==> src/design/cpu_ctl_map.vh <==
// Purpose: constants for the skip, operate and in-out transfer control block
// Assumes: 36-bit words, octal-coded address fields, 50 MHz core clock
// Notes: included by the control module and the test bench
// What this block does
// - Plus accumulator test skips when sign zero
// - Minus accumulator test skips when sign one
// - Zero overflow test skips, clears overflow unless an overflow edge lands in that cycle
// - Overflow sticky from arithmetic, cleared by start
// - Plus in-out test skips when sign zero
// - Sense switch selects one to six, seventy all
// - Flag field selects none, one flag, all
// - Combined skip tests OR together, same time
// - Operate bit clears whole in-out register
// - Test word switches ORed into accumulator
// - Complement bit inverts every accumulator bit
// - Halt bit stops until console restart
// - Clear bit zeroes the accumulator
// - Low digit one to seven clears flags
// - Values eleven to seventeen set flags
// - Wait bit suspends until device completion pulse
// - No wait bit starts device and continues
// - Address one to seven selects device function
// - Start fetches from test address switches
// - Stop halts after cycle, continue resumes
// - Examine reads memory, deposit writes test word
// - Single cycle halts after every memory cycle
// - Skip group uses no memory, address selects
`ifndef CPU_CTL_MAP_VH
`define CPU_CTL_MAP_VH
`define OP_SKIP 6'h0034
`define OP_OPER 6'h003E
`define OP_IOT 6'h003A
`define SK_PLUS_AC 12'h0080
`define SK_MINUS_AC 12'h0100
`define SK_ZERO_OV 12'h0200
`define SK_PLUS_IO 12'h0400
`define OPR_CLI 12'h0800
`define OPR_LAT 12'h0400
`define OPR_CMA 12'h0200
`define OPR_HLT 12'h0100
`define OPR_CLA 12'h0080
`define OPR_SETF 12'h0008
`define FLAG_ALL 3'h7
`define FLAG_NONE 3'h0
`define SIGN_BIT 35
`define WORD_ZERO 36'h0_0000_0000
`define IOT_WAIT_BIT 12
`define ST_IDLE 3'h0
`define ST_FETCH 3'h1
`define ST_EXEC 3'h2
`define ST_IOWAIT 3'h3
`define ST_MEMRD 3'h4
`define ST_MEMWR 3'h5
`endif

==> src/design/cpu_ctl.v <==
// Purpose: skip, operate and in-out transfer control with console sequencing
// Assumes: instruction word = 6-bit opcode, bit 12 wait/indirect, 12-bit address
// Notes: memory, arithmetic and devices sit outside; all console inputs are pins
`default_nettype none
`include "cpu_ctl_map.vh"
module cpu_ctl (
    input wire core_clk_i,
    input wire rst_n_i,
    input wire [35:0] mem_rdata_i,
    input wire mem_done_i,
    input wire arith_ovf_i,
    input wire io_done_i,
    input wire start_i,
    input wire stop_i,
    input wire cont_i,
    input wire examine_i,
    input wire deposit_i,
    input wire single_cyc_i,
    input wire [14:0] test_addr_i,
    input wire [35:0] test_word_i,
    input wire [5:0] sense_sw_i,
    input wire [5:0] flag_set_i,
    output reg [14:0] mem_addr_o,
    output reg [35:0] mem_wdata_o,
    output reg mem_rd_o,
    output reg mem_wr_o,
    output reg [14:0] pc_o,
    output reg [35:0] ac_o,
    output reg [35:0] io_o,
    output reg [35:0] mb_o,
    output reg ovf_o,
    output reg [5:0] flags_o,
    output reg run_o,
    output reg [2:0] dev_func_o,
    output reg dev_start_o
);
    // Overview of the sequencer
    // IDLE waits for a console button. Start, continue, examine and deposit
    // are refused while the machine runs; stop is taken at any time.
    // FETCH waits for the memory to report done, then latches the word into
    // the instruction register and the memory buffer and steps the counter.
    // EXEC applies the whole instruction in one cycle and issues the next read unless it halts, stops or parks.
    // IOWAIT parks the machine until the selected device reports completion.
    // MEMRD and MEMWR serve the examine and deposit buttons.
    //
    // Only three opcode groups are decoded here. Every other opcode passes
    // through EXEC as a no-op, since memory-reference, shift and rotate
    // instructions belong to the arithmetic section outside this block.
    //
    // Timing hazards
    // Every console button, switch bank and memory line arrives from another
    // timing world, so each passes two flops before logic reads it. Buttons
    // then add a third flop for edge detection, which holds the previous value and adds no delay,
    // so a press takes the same two cycles as any other pin before the sequencer acts on it.
    // The memory word is delayed through the same two stages as its done
    // flag, so the data and the flag reach the sequencer in the same cycle.
    // Sampling the raw data beside the synced flag would read a stale word
    // once the memory has already dropped done.
    // The switch banks are delayed the same way; an operator who sets the
    // switches and presses a button at once still sees the new setting used,
    // because the button edge reaches the sequencer in the same cycle as the settled switches.
    //
    // The sign tests look at bit 35 only, so a negative zero in the
    // accumulator counts as minus, as ones-complement hardware does.
    //
    // Program flags can be raised by devices at any time through flag_set_i.
    // A device set and a program clear in the same cycle leave the flag set,
    // so a key strike is never lost to a clear that happens to coincide.
    //
    // Overflow follows the same policy: an arithmetic overflow edge that
    // lands in the cycle of a zero-overflow skip leaves the flag set.
    //
    // Limitations: a continue with no earlier start fetches from address
    // zero, and the single-cycle switch stops after each instruction, as
    // every instruction handled here takes one memory cycle.
    // Two-stage synchronisers for every asynchronous pin
    reg [8:0] pin_s1_reg;
    reg [8:0] pin_s2_reg;
    reg [8:0] pin_d_reg; // Previous synced value, for edge detect
    reg [5:0] sw_s1_reg;
    reg [5:0] sw_s2_reg;
    reg [5:0] fl_s1_reg;
    reg [5:0] fl_s2_reg;
    reg [2:0] state_reg; // Sequencer state
    reg [35:0] ir_reg; // Instruction being executed
    reg stop_pend_reg; // Stop requested, honoured at cycle end
    // Settled copies of the switch banks and of the memory word
    reg [14:0] taddr_s1_reg; // Test address, first stage
    reg [14:0] taddr_s2_reg; // Test address, read by the sequencer
    reg [35:0] tword_s1_reg; // Test word, first stage
    reg [35:0] tword_s2_reg; // Test word, read by deposit and load
    reg [35:0] rdata_s1_reg; // Memory word, first stage
    reg [35:0] rdata_s2_reg; // Memory word, aligned with the synced done
    // Pin bundle order: bit 0 is memory done, bit 8 is device completion
    wire [8:0] pin_now = {io_done_i, arith_ovf_i, single_cyc_i, deposit_i,
                          examine_i, cont_i, stop_i, start_i, mem_done_i};
    wire mem_done = pin_s2_reg[0];
    wire start_p = pin_s2_reg[1] & ~pin_d_reg[1];
    wire stop_p = pin_s2_reg[2] & ~pin_d_reg[2];
    wire cont_p = pin_s2_reg[3] & ~pin_d_reg[3];
    wire exam_p = pin_s2_reg[4] & ~pin_d_reg[4];
    wire dep_p = pin_s2_reg[5] & ~pin_d_reg[5];
    wire single_cyc = pin_s2_reg[6];
    wire ovf_p = pin_s2_reg[7] & ~pin_d_reg[7];
    wire io_done_p = pin_s2_reg[8] & ~pin_d_reg[8];
    // Instruction fields; bit 12 is the in-out wait bit for transfers
    wire [5:0] opcode = ir_reg[35:30];
    wire [11:0] addr = ir_reg[11:0];
    wire [2:0] sw_sel = addr[5:3];
    wire [2:0] fl_sel = addr[2:0];
    // Skip condition terms
    reg sw_zero;
    reg fl_zero;
    reg skip_hit;
    reg [5:0] flag_mask;
    // Sense switch and flag selections, seven meaning all
    always @* begin
        if (sw_sel == `FLAG_ALL) begin
            sw_zero = (sw_s2_reg == 6'h00);
        end else if (sw_sel == `FLAG_NONE) begin
            sw_zero = 1'b0;
        end else begin
            sw_zero = ~sw_s2_reg[sw_sel - 3'h1];
        end
        if (fl_sel == `FLAG_ALL) begin
            fl_zero = (flags_o == 6'h00);
            flag_mask = 6'h3F;
        end else if (fl_sel == `FLAG_NONE) begin
            fl_zero = 1'b0;
            flag_mask = 6'h00;
        end else begin
            fl_zero = ~flags_o[fl_sel - 3'h1];
            flag_mask = 6'h01 << (fl_sel - 3'h1);
        end
        // Inclusive OR of every selected test; no memory involved.
        // All terms are evaluated in parallel, so a combined address costs
        // no more time than a single test.
        // Switch and flag selections share the address with the sign tests,
        // so one instruction may test a switch, a flag and a sign together.
        skip_hit = ((addr & `SK_PLUS_AC) != 12'h000 && !ac_o[`SIGN_BIT])
            || ((addr & `SK_MINUS_AC) != 12'h000 && ac_o[`SIGN_BIT])
            || ((addr & `SK_ZERO_OV) != 12'h000 && !ovf_o)
            || ((addr & `SK_PLUS_IO) != 12'h000 && !io_o[`SIGN_BIT])
            || sw_zero || fl_zero;
    end
    // Operate group: clear first, then OR test word, then complement
    reg [35:0] ac_opr;
    always @* begin
        ac_opr = ac_o;
        if ((addr & `OPR_CLA) != 12'h000) begin
            ac_opr = `WORD_ZERO;
        end
        if ((addr & `OPR_LAT) != 12'h000) begin
            // Settled switches, so a bank changing mid-cycle is never mixed
            ac_opr = ac_opr | tword_s2_reg;
        end
        if ((addr & `OPR_CMA) != 12'h000) begin
            ac_opr = ~ac_opr;
        end
    end
    // Main sequencer; test switches are read through their two-stage copies
    always @(posedge core_clk_i) begin
        if (!rst_n_i) begin
            pin_s1_reg <= 9'h000;
            pin_s2_reg <= 9'h000;
            pin_d_reg <= 9'h000;
            sw_s1_reg <= 6'h00;
            sw_s2_reg <= 6'h00;
            fl_s1_reg <= 6'h00;
            fl_s2_reg <= 6'h00;
            // Switch and data copies start at zero
            taddr_s1_reg <= 15'h0000;
            taddr_s2_reg <= 15'h0000;
            tword_s1_reg <= `WORD_ZERO;
            tword_s2_reg <= `WORD_ZERO;
            rdata_s1_reg <= `WORD_ZERO;
            rdata_s2_reg <= `WORD_ZERO;
            state_reg <= `ST_IDLE;
            ir_reg <= `WORD_ZERO;
            stop_pend_reg <= 1'b0;
            mem_addr_o <= 15'h0000;
            mem_wdata_o <= `WORD_ZERO;
            mem_rd_o <= 1'b0;
            mem_wr_o <= 1'b0;
            pc_o <= 15'h0000;
            ac_o <= `WORD_ZERO;
            io_o <= `WORD_ZERO;
            mb_o <= `WORD_ZERO;
            ovf_o <= 1'b0;
            flags_o <= 6'h00;
            run_o <= 1'b0;
            dev_func_o <= 3'h0;
            dev_start_o <= 1'b0;
        end else begin
            pin_s1_reg <= pin_now;
            pin_s2_reg <= pin_s1_reg;
            pin_d_reg <= pin_s2_reg;
            sw_s1_reg <= sense_sw_i;
            sw_s2_reg <= sw_s1_reg;
            fl_s1_reg <= flag_set_i;
            fl_s2_reg <= fl_s1_reg;
            // Switch banks and memory word take the same two-stage path
            taddr_s1_reg <= test_addr_i;
            taddr_s2_reg <= taddr_s1_reg;
            tword_s1_reg <= test_word_i;
            tword_s2_reg <= tword_s1_reg;
            rdata_s1_reg <= mem_rdata_i;
            rdata_s2_reg <= rdata_s1_reg;
            mem_rd_o <= 1'b0;
            mem_wr_o <= 1'b0;
            dev_start_o <= 1'b0;
            // Device-raised flags, e.g. a typewriter key strike
            flags_o <= flags_o | fl_s2_reg;
            if (ovf_p) begin
                ovf_o <= 1'b1;
            end
            if (stop_p) begin
                stop_pend_reg <= 1'b1;
            end
            case (state_reg)
                `ST_IDLE: begin
                    // Start: fresh run from the test address switches
                    if (start_p) begin
                        pc_o <= taddr_s2_reg;
                        ovf_o <= 1'b0;
                        stop_pend_reg <= 1'b0;
                        run_o <= 1'b1;
                        mem_addr_o <= taddr_s2_reg;
                        mem_rd_o <= 1'b1;
                        state_reg <= `ST_FETCH;
                    // Continue: resume at the held counter, stop forgotten
                    end else if (cont_p) begin
                        stop_pend_reg <= 1'b0;
                        run_o <= 1'b1;
                        mem_addr_o <= pc_o;
                        mem_rd_o <= 1'b1;
                        state_reg <= `ST_FETCH;
                    // Examine: one read, machine stays stopped
                    end else if (exam_p) begin
                        mem_addr_o <= taddr_s2_reg;
                        mem_rd_o <= 1'b1;
                        state_reg <= `ST_MEMRD;
                    // Deposit: one write of the test word switches
                    end else if (dep_p) begin
                        mem_addr_o <= taddr_s2_reg;
                        mem_wdata_o <= tword_s2_reg;
                        mem_wr_o <= 1'b1;
                        state_reg <= `ST_MEMWR;
                    end
                end
                `ST_FETCH: begin
                    // Data copy is aligned with the synced done flag
                    if (mem_done) begin
                        ir_reg <= rdata_s2_reg;
                        mb_o <= rdata_s2_reg;
                        pc_o <= pc_o + 15'h0001;
                        state_reg <= `ST_EXEC;
                    end
                end
                `ST_EXEC: begin
                    // Default is straight on to the next fetch
                    state_reg <= `ST_FETCH;
                    // Skip group: only the counter and overflow change
                    if (opcode == `OP_SKIP) begin
                        if (skip_hit) begin
                            pc_o <= pc_o + 15'h0001;
                        end
                        if ((addr & `SK_ZERO_OV) != 12'h000) begin
                            ovf_o <= ovf_p;
                        end
                    // Operate group: the upper address bits act independently; the low four set or clear flags
                    end else if (opcode == `OP_OPER) begin
                        ac_o <= ac_opr;
                        if ((addr & `OPR_CLI) != 12'h000) begin
                            io_o <= `WORD_ZERO;
                        end
                        if ((addr & `OPR_SETF) != 12'h000) begin
                            flags_o <= flags_o | fl_s2_reg | flag_mask;
                        end else begin
                            flags_o <= (flags_o & ~flag_mask) | fl_s2_reg;
                        end
                        if ((addr & `OPR_HLT) != 12'h000) begin
                            state_reg <= `ST_IDLE;
                        end
                    // In-out transfer: start the device, optionally park
                    end else if (opcode == `OP_IOT) begin
                        dev_func_o <= addr[2:0];
                        dev_start_o <= (addr[2:0] != `FLAG_NONE);
                        if (ir_reg[`IOT_WAIT_BIT]) begin
                            state_reg <= `ST_IOWAIT;
                        end
                    end
                    // Halt after this cycle on stop or in single-cycle mode
                    if (stop_pend_reg || stop_p || single_cyc) begin
                        state_reg <= `ST_IDLE;
                    end
                    // Next address is the counter, bumped once more on a skip
                    if (state_reg == `ST_EXEC) begin
                        mem_addr_o <= pc_o;
                    end
                    if (!(stop_pend_reg || stop_p || single_cyc) &&
                        !(opcode == `OP_OPER && (addr & `OPR_HLT) != 12'h000) &&
                        !(opcode == `OP_IOT && ir_reg[`IOT_WAIT_BIT])) begin
                        mem_rd_o <= 1'b1;
                        if (opcode == `OP_SKIP && skip_hit) begin
                            mem_addr_o <= pc_o + 15'h0001;
                        end
                    // Parked: run stays lit only while waiting on a device
                    end else begin
                        run_o <= (opcode == `OP_IOT) && ir_reg[`IOT_WAIT_BIT] &&
                                 !(stop_pend_reg || stop_p || single_cyc);
                    end
                end
                `ST_IOWAIT: begin
                    // Timing restarts from the completion pulse itself
                    if (io_done_p) begin
                        mem_addr_o <= pc_o;
                        mem_rd_o <= 1'b1;
                        state_reg <= `ST_FETCH;
                    end
                end
                `ST_MEMRD: begin
                    // Examined word shows in accumulator and buffer
                    if (mem_done) begin
                        ac_o <= rdata_s2_reg;
                        mb_o <= rdata_s2_reg;
                        state_reg <= `ST_IDLE;
                    end
                end
                `ST_MEMWR: begin
                    // Deposited word is echoed in the buffer
                    if (mem_done) begin
                        mb_o <= mem_wdata_o;
                        state_reg <= `ST_IDLE;
                    end
                end
                default: begin
                    // Unused codes fall back to a safe stop
                    state_reg <= `ST_IDLE;
                end
            endcase
        end
    end
endmodule
`default_nettype wire

==> config.mk <==
export PLATFORM = sky130hd
export DESIGN_NAME = cpu_ctl
export DESIGN_NICKNAME = d
export VERILOG_FILES = /design/src/design/cpu_ctl.v
export VERILOG_INCLUDE_DIRS = /design/src /design/src/design
export SDC_FILE = /design/constraint.sdc
export NUM_CORES = 1
export LEC_CHECK = 0
export BUFFER_PORTS_ARGS = -buffer_cell sky130_fd_sc_hd__buf_2
export CORE_ASPECT_RATIO = 1.25
export CORE_MARGIN = 2
export CORE_UTILIZATION = 50
export CTS_CLUSTER_DIAMETER = 50
export DETAILED_ROUTE_END_ITERATION = 10
export GPL_TIMING_DRIVEN = 0
export PLACE_DENSITY = 0.82
export SLEW_MARGIN = 20
export SYNTH_ARGS = -nofsm -noshare
export SYNTH_HDL_FRONTEND = slang
export SYNTH_SLANG_ARGS = --single-unit
==> constraint.sdc <==
create_clock -name core_clk_i -period 3.2 [get_ports core_clk_i]
set_input_delay 0.64 -clock core_clk_i [delete_from_list [all_inputs] [get_ports core_clk_i]]
set_output_delay 0.64 -clock core_clk_i [all_outputs]
set_load 0.01 [all_outputs]
==> results.py <==
metrics = {
    "outcome": {
        "outcome": "finished clean",
    },
    "power_and_ir_drop": {
        "power.share.clock": 0.429,
        "pwr-share-comb": 0.094,
        "p_int_w": 0.00831,
        "p_leak_nw": 7.90,
        "pwr-share-seq": 0.477,
        "peakVddDrop_uv": 436,
        "switching_share": 0.247,
        "p_per_area_nw_per_um2": 593,
        "switching_power_w": 0.00273,
    },
    "place": {
        "pre_cts_slack_ns": -0.329,
        "dpl.cell_count": 2334,
        "placed_cell_area_sq_um": 17300,
        "gp_congestion": 0.915,
        "numPortBuffers": 261,
        "hpwl_mm": 34.4,
    },
    "detailed_routing": {
        "drc_errors": 0,
        "vias": 13100,
        "drt_pre_antenna_iters": 5,
        "via_per_inst": 5.47,
        "drt.antenna.violating_nets": 0,
        "drt_iter0_drc": 977,
        "drt_wl_total_mm": 46.5,
        "wl_per_cell_um": 19.3,
    },
    "timing": {
        "finalHoldViolCount": 0,
        "fmax_ghz": 0.322,
        "setup_viol": 0,
        "final_max_slew_viol_count": 0,
        "setup_ws_ns": 0.0912,
        "fin_worst_skew_ns": 0.0235,
        "worst_pin_slew_ns": 0.957,
        "max-slew-margin-rel": 0.361,
        "fin_crit_ns": 3.11,
        "finalCritPeriodShare": 0.972,
        "worst_hold_slack_ns": 0.300,
    },
    "finish": {
        "syn_to_final_growth_pct": 21.6,
        "finish.instance_area_sq_um": 18600,
        "final_cells": 2404,
        "n_fill_cell": 2511,
        "final_layout_size_suffix_gt1_frac": 0.200,
        "antenna_cells": 0,
        "nNetsFinal": 2094,
    },
    "clocking": {
        "cts.clk_slew.worst_paths_ns": 0.06,
        "clock-sinks": 396,
        "post_cts_buffers": 0,
        "tritoncts": "yes",
        "h-tree-depth": 2,
        "worstSkewPairLatency_ns": 0.54,
        "clockRootBuffer": "clkbuf_16",
        "clockBufferDepth": 3,
        "numCtsBuffers": 40,
    },
    "floorplanning": {
        "rows": 71,
        "die_w_um": 161,
        "die_height_um": 200,
        "io_pins": 298,
        "die_area_sq_um": 32100,
        "start_util": 0.509,
        "core_area_sq_um": 30100,
    },
    "setup_path": {
        "startpoint_type": "flip-flop",
        "worst_ep_arrival_time_ns": 3.52,
        "cp_max_fo": 10,
        "worstPathRequired_ns": 3.61,
        "path_class": "flip-flop to flip-flop",
        "end_kind": "flip-flop",
    },
    "global_route": {
        "grt_overflow": 0,
        "grt_pass1_vias": 12800,
        "antenna_found_initial": 0,
        "grt_usage": 0.282,
        "grt_max_degree": 16,
        "grt_pass1_wl_mm": 70.1,
    },
    "synthesis": {
        "synth_async_sr_flop_share": 0,
        "netlist_area_sq_um": 15300,
        "synth.top_cell.area_share": 0.518,
        "synth.area.top_cells": "dfxtp_1, and2_1, nand2_1",
        "ys_seq_area_frac": 0.518,
        "synth_seq_cells": 396,
        "synth_common_cells": "dfxtp_1, and2_1, nand2_1",
        "yosys_warnings": 0,
        "ys.flop_type": "dfxtp_1",
        "synth.most_common_cell": "dfxtp_1",
        "syn_area_per_cell_sq_um": 9.36,
        "synth_edf_count": 0,
        "synth_top_cell_by_area": "dfxtp_1",
        "synth_cells": 1637,
        "synth_cell_types": 64,
    },
    "job": {
        "maxCapViolCount": 0,
    },
    "min_path": {
        "hp-class": "input pin to flip-flop",
    },
}
[power by group through the flow]
stage / Sequential, W / Clock [W] / Combinational, W
detailed placement: 0.00537 / 0 / 0.00101
finish: 0.00527 / 0.00474 / 0.00104
global route: 0.00528 / 0.00498 / 0.00113
CTS: 0.00526 / 0.00477 / 0.00102
floorplan: 0.00536 / 0 / 0.000609
global placement: 0.00537 / 0 / 0.000991
[metal layers]
layer / wire length [um] / global-route usage / vias to the layer above
met3: 3990 / 0.0558 / 115
met4: 2070 / 0.138 / 0
met2: 23500 / 0.513 / 657
li1: - / - / 6200
met5: 0 / 0 / -
met1: 16900 / 0.314 / 6173
[path summary, 6_finish.rpt]
| check | from | end | slack, ns | cells after the start |
|---|---|---|---|---|
| setup reg to reg | state_reg[1] | pc_o[2] | 0.09 | 8 |
| hold / removal | mem_rdata_i[14] | rdata_s1_reg[14] | 0.30 | 2 |
| hold reg to reg | rdata_s1_reg[26] | rdata_s2_reg[26] | 0.43 | 1 |
| setup / recovery | state_reg[1] | pc_o[2] | 0.09 | 8 |
[cell usage in the layout (no fill, tap or decap), types with 8 or more instances in the layout]
master,n
dfxtp_1,395
nor2_1,92
buf_2,269
xor2_1,38
ha_1,10
inv_1,22
nand3_1,23
a221oi_1,11
mux2i_1,49
a22oi_1,36
xnor2_1,10
conb_1,36
clkbuf_1,114
buf_4,37
a211oi_1,75
nand2b_1,11
nand2_1,175
a21oi_1,90
and2_1,228
and3_1,8
nand4_1,9
o21ai_0,67
o31ai_1,14
clkinv_2,9
o22ai_1,13
clkbuf_16,41
a311oi_2,10
nor3_1,9
[logic make-up after synthesis]
family	count (synthesis)	share of synthesized area
compound gates	362	0.160
xor+xnor	48	0.0275
fa+ha+maj	11	0.00899
buf+inv	183	0.0563
flops	396	0.518
mux	51	0.0342
other cells	1	0.000245
simple gates	585	0.195
[critical path, cell delays in order (launching register included)]
cell,delay (ns)
dfxtp_1,0.32
clkbuf_1,0.25
nor3b_1,0.54
a311oi_1,0.13
a211oi_2,0.75
clkbuf_1,0.54
o21ai_0,0.17
o211ai_1,0.19
o31ai_1,0.09
[through the flow]
step           setup TNS [ns]   util  power (W)
6_report                    0  0.619     0.0110
5_1_grt              -0.00426  0.619     0.0114
4_1_cts                     0  0.618     0.0111
3_5_place_dp            -7.31  0.573    0.00639
3_3_place_gp            -4.86  0.573    0.00636
2_1_floorplan               0      -    0.00597
[timing repair]
action | CTS | global route
setup endpoints to repair | 30 | 60
resized for setup | 3 | 5
endpoints found under the hold margin | 0 | 0
hold buffers | 0 | 0
gates cloned | 0 | 0
[final cells by class]
| type | instances | area [sq um] | share of cell area |
|---|---|---|---|
| timing repair buffer | 261 | 1310 | 0.0701 |
| multi-input combinational | 1093 | 6700 | 0.359 |
| clock buffer | 52 | 1100 | 0.0589 |
| sequential | 396 | 7930 | 0.426 |
| inverter | 23 | 86.3 | 0.00463 |
| tap | 401 | 502 | 0.0269 |
| buffer | 158 | 771 | 0.0414 |
| clock inverter | 20 | 241 | 0.0130 |
Note: power is estimated with default switching activity, not from simulation.
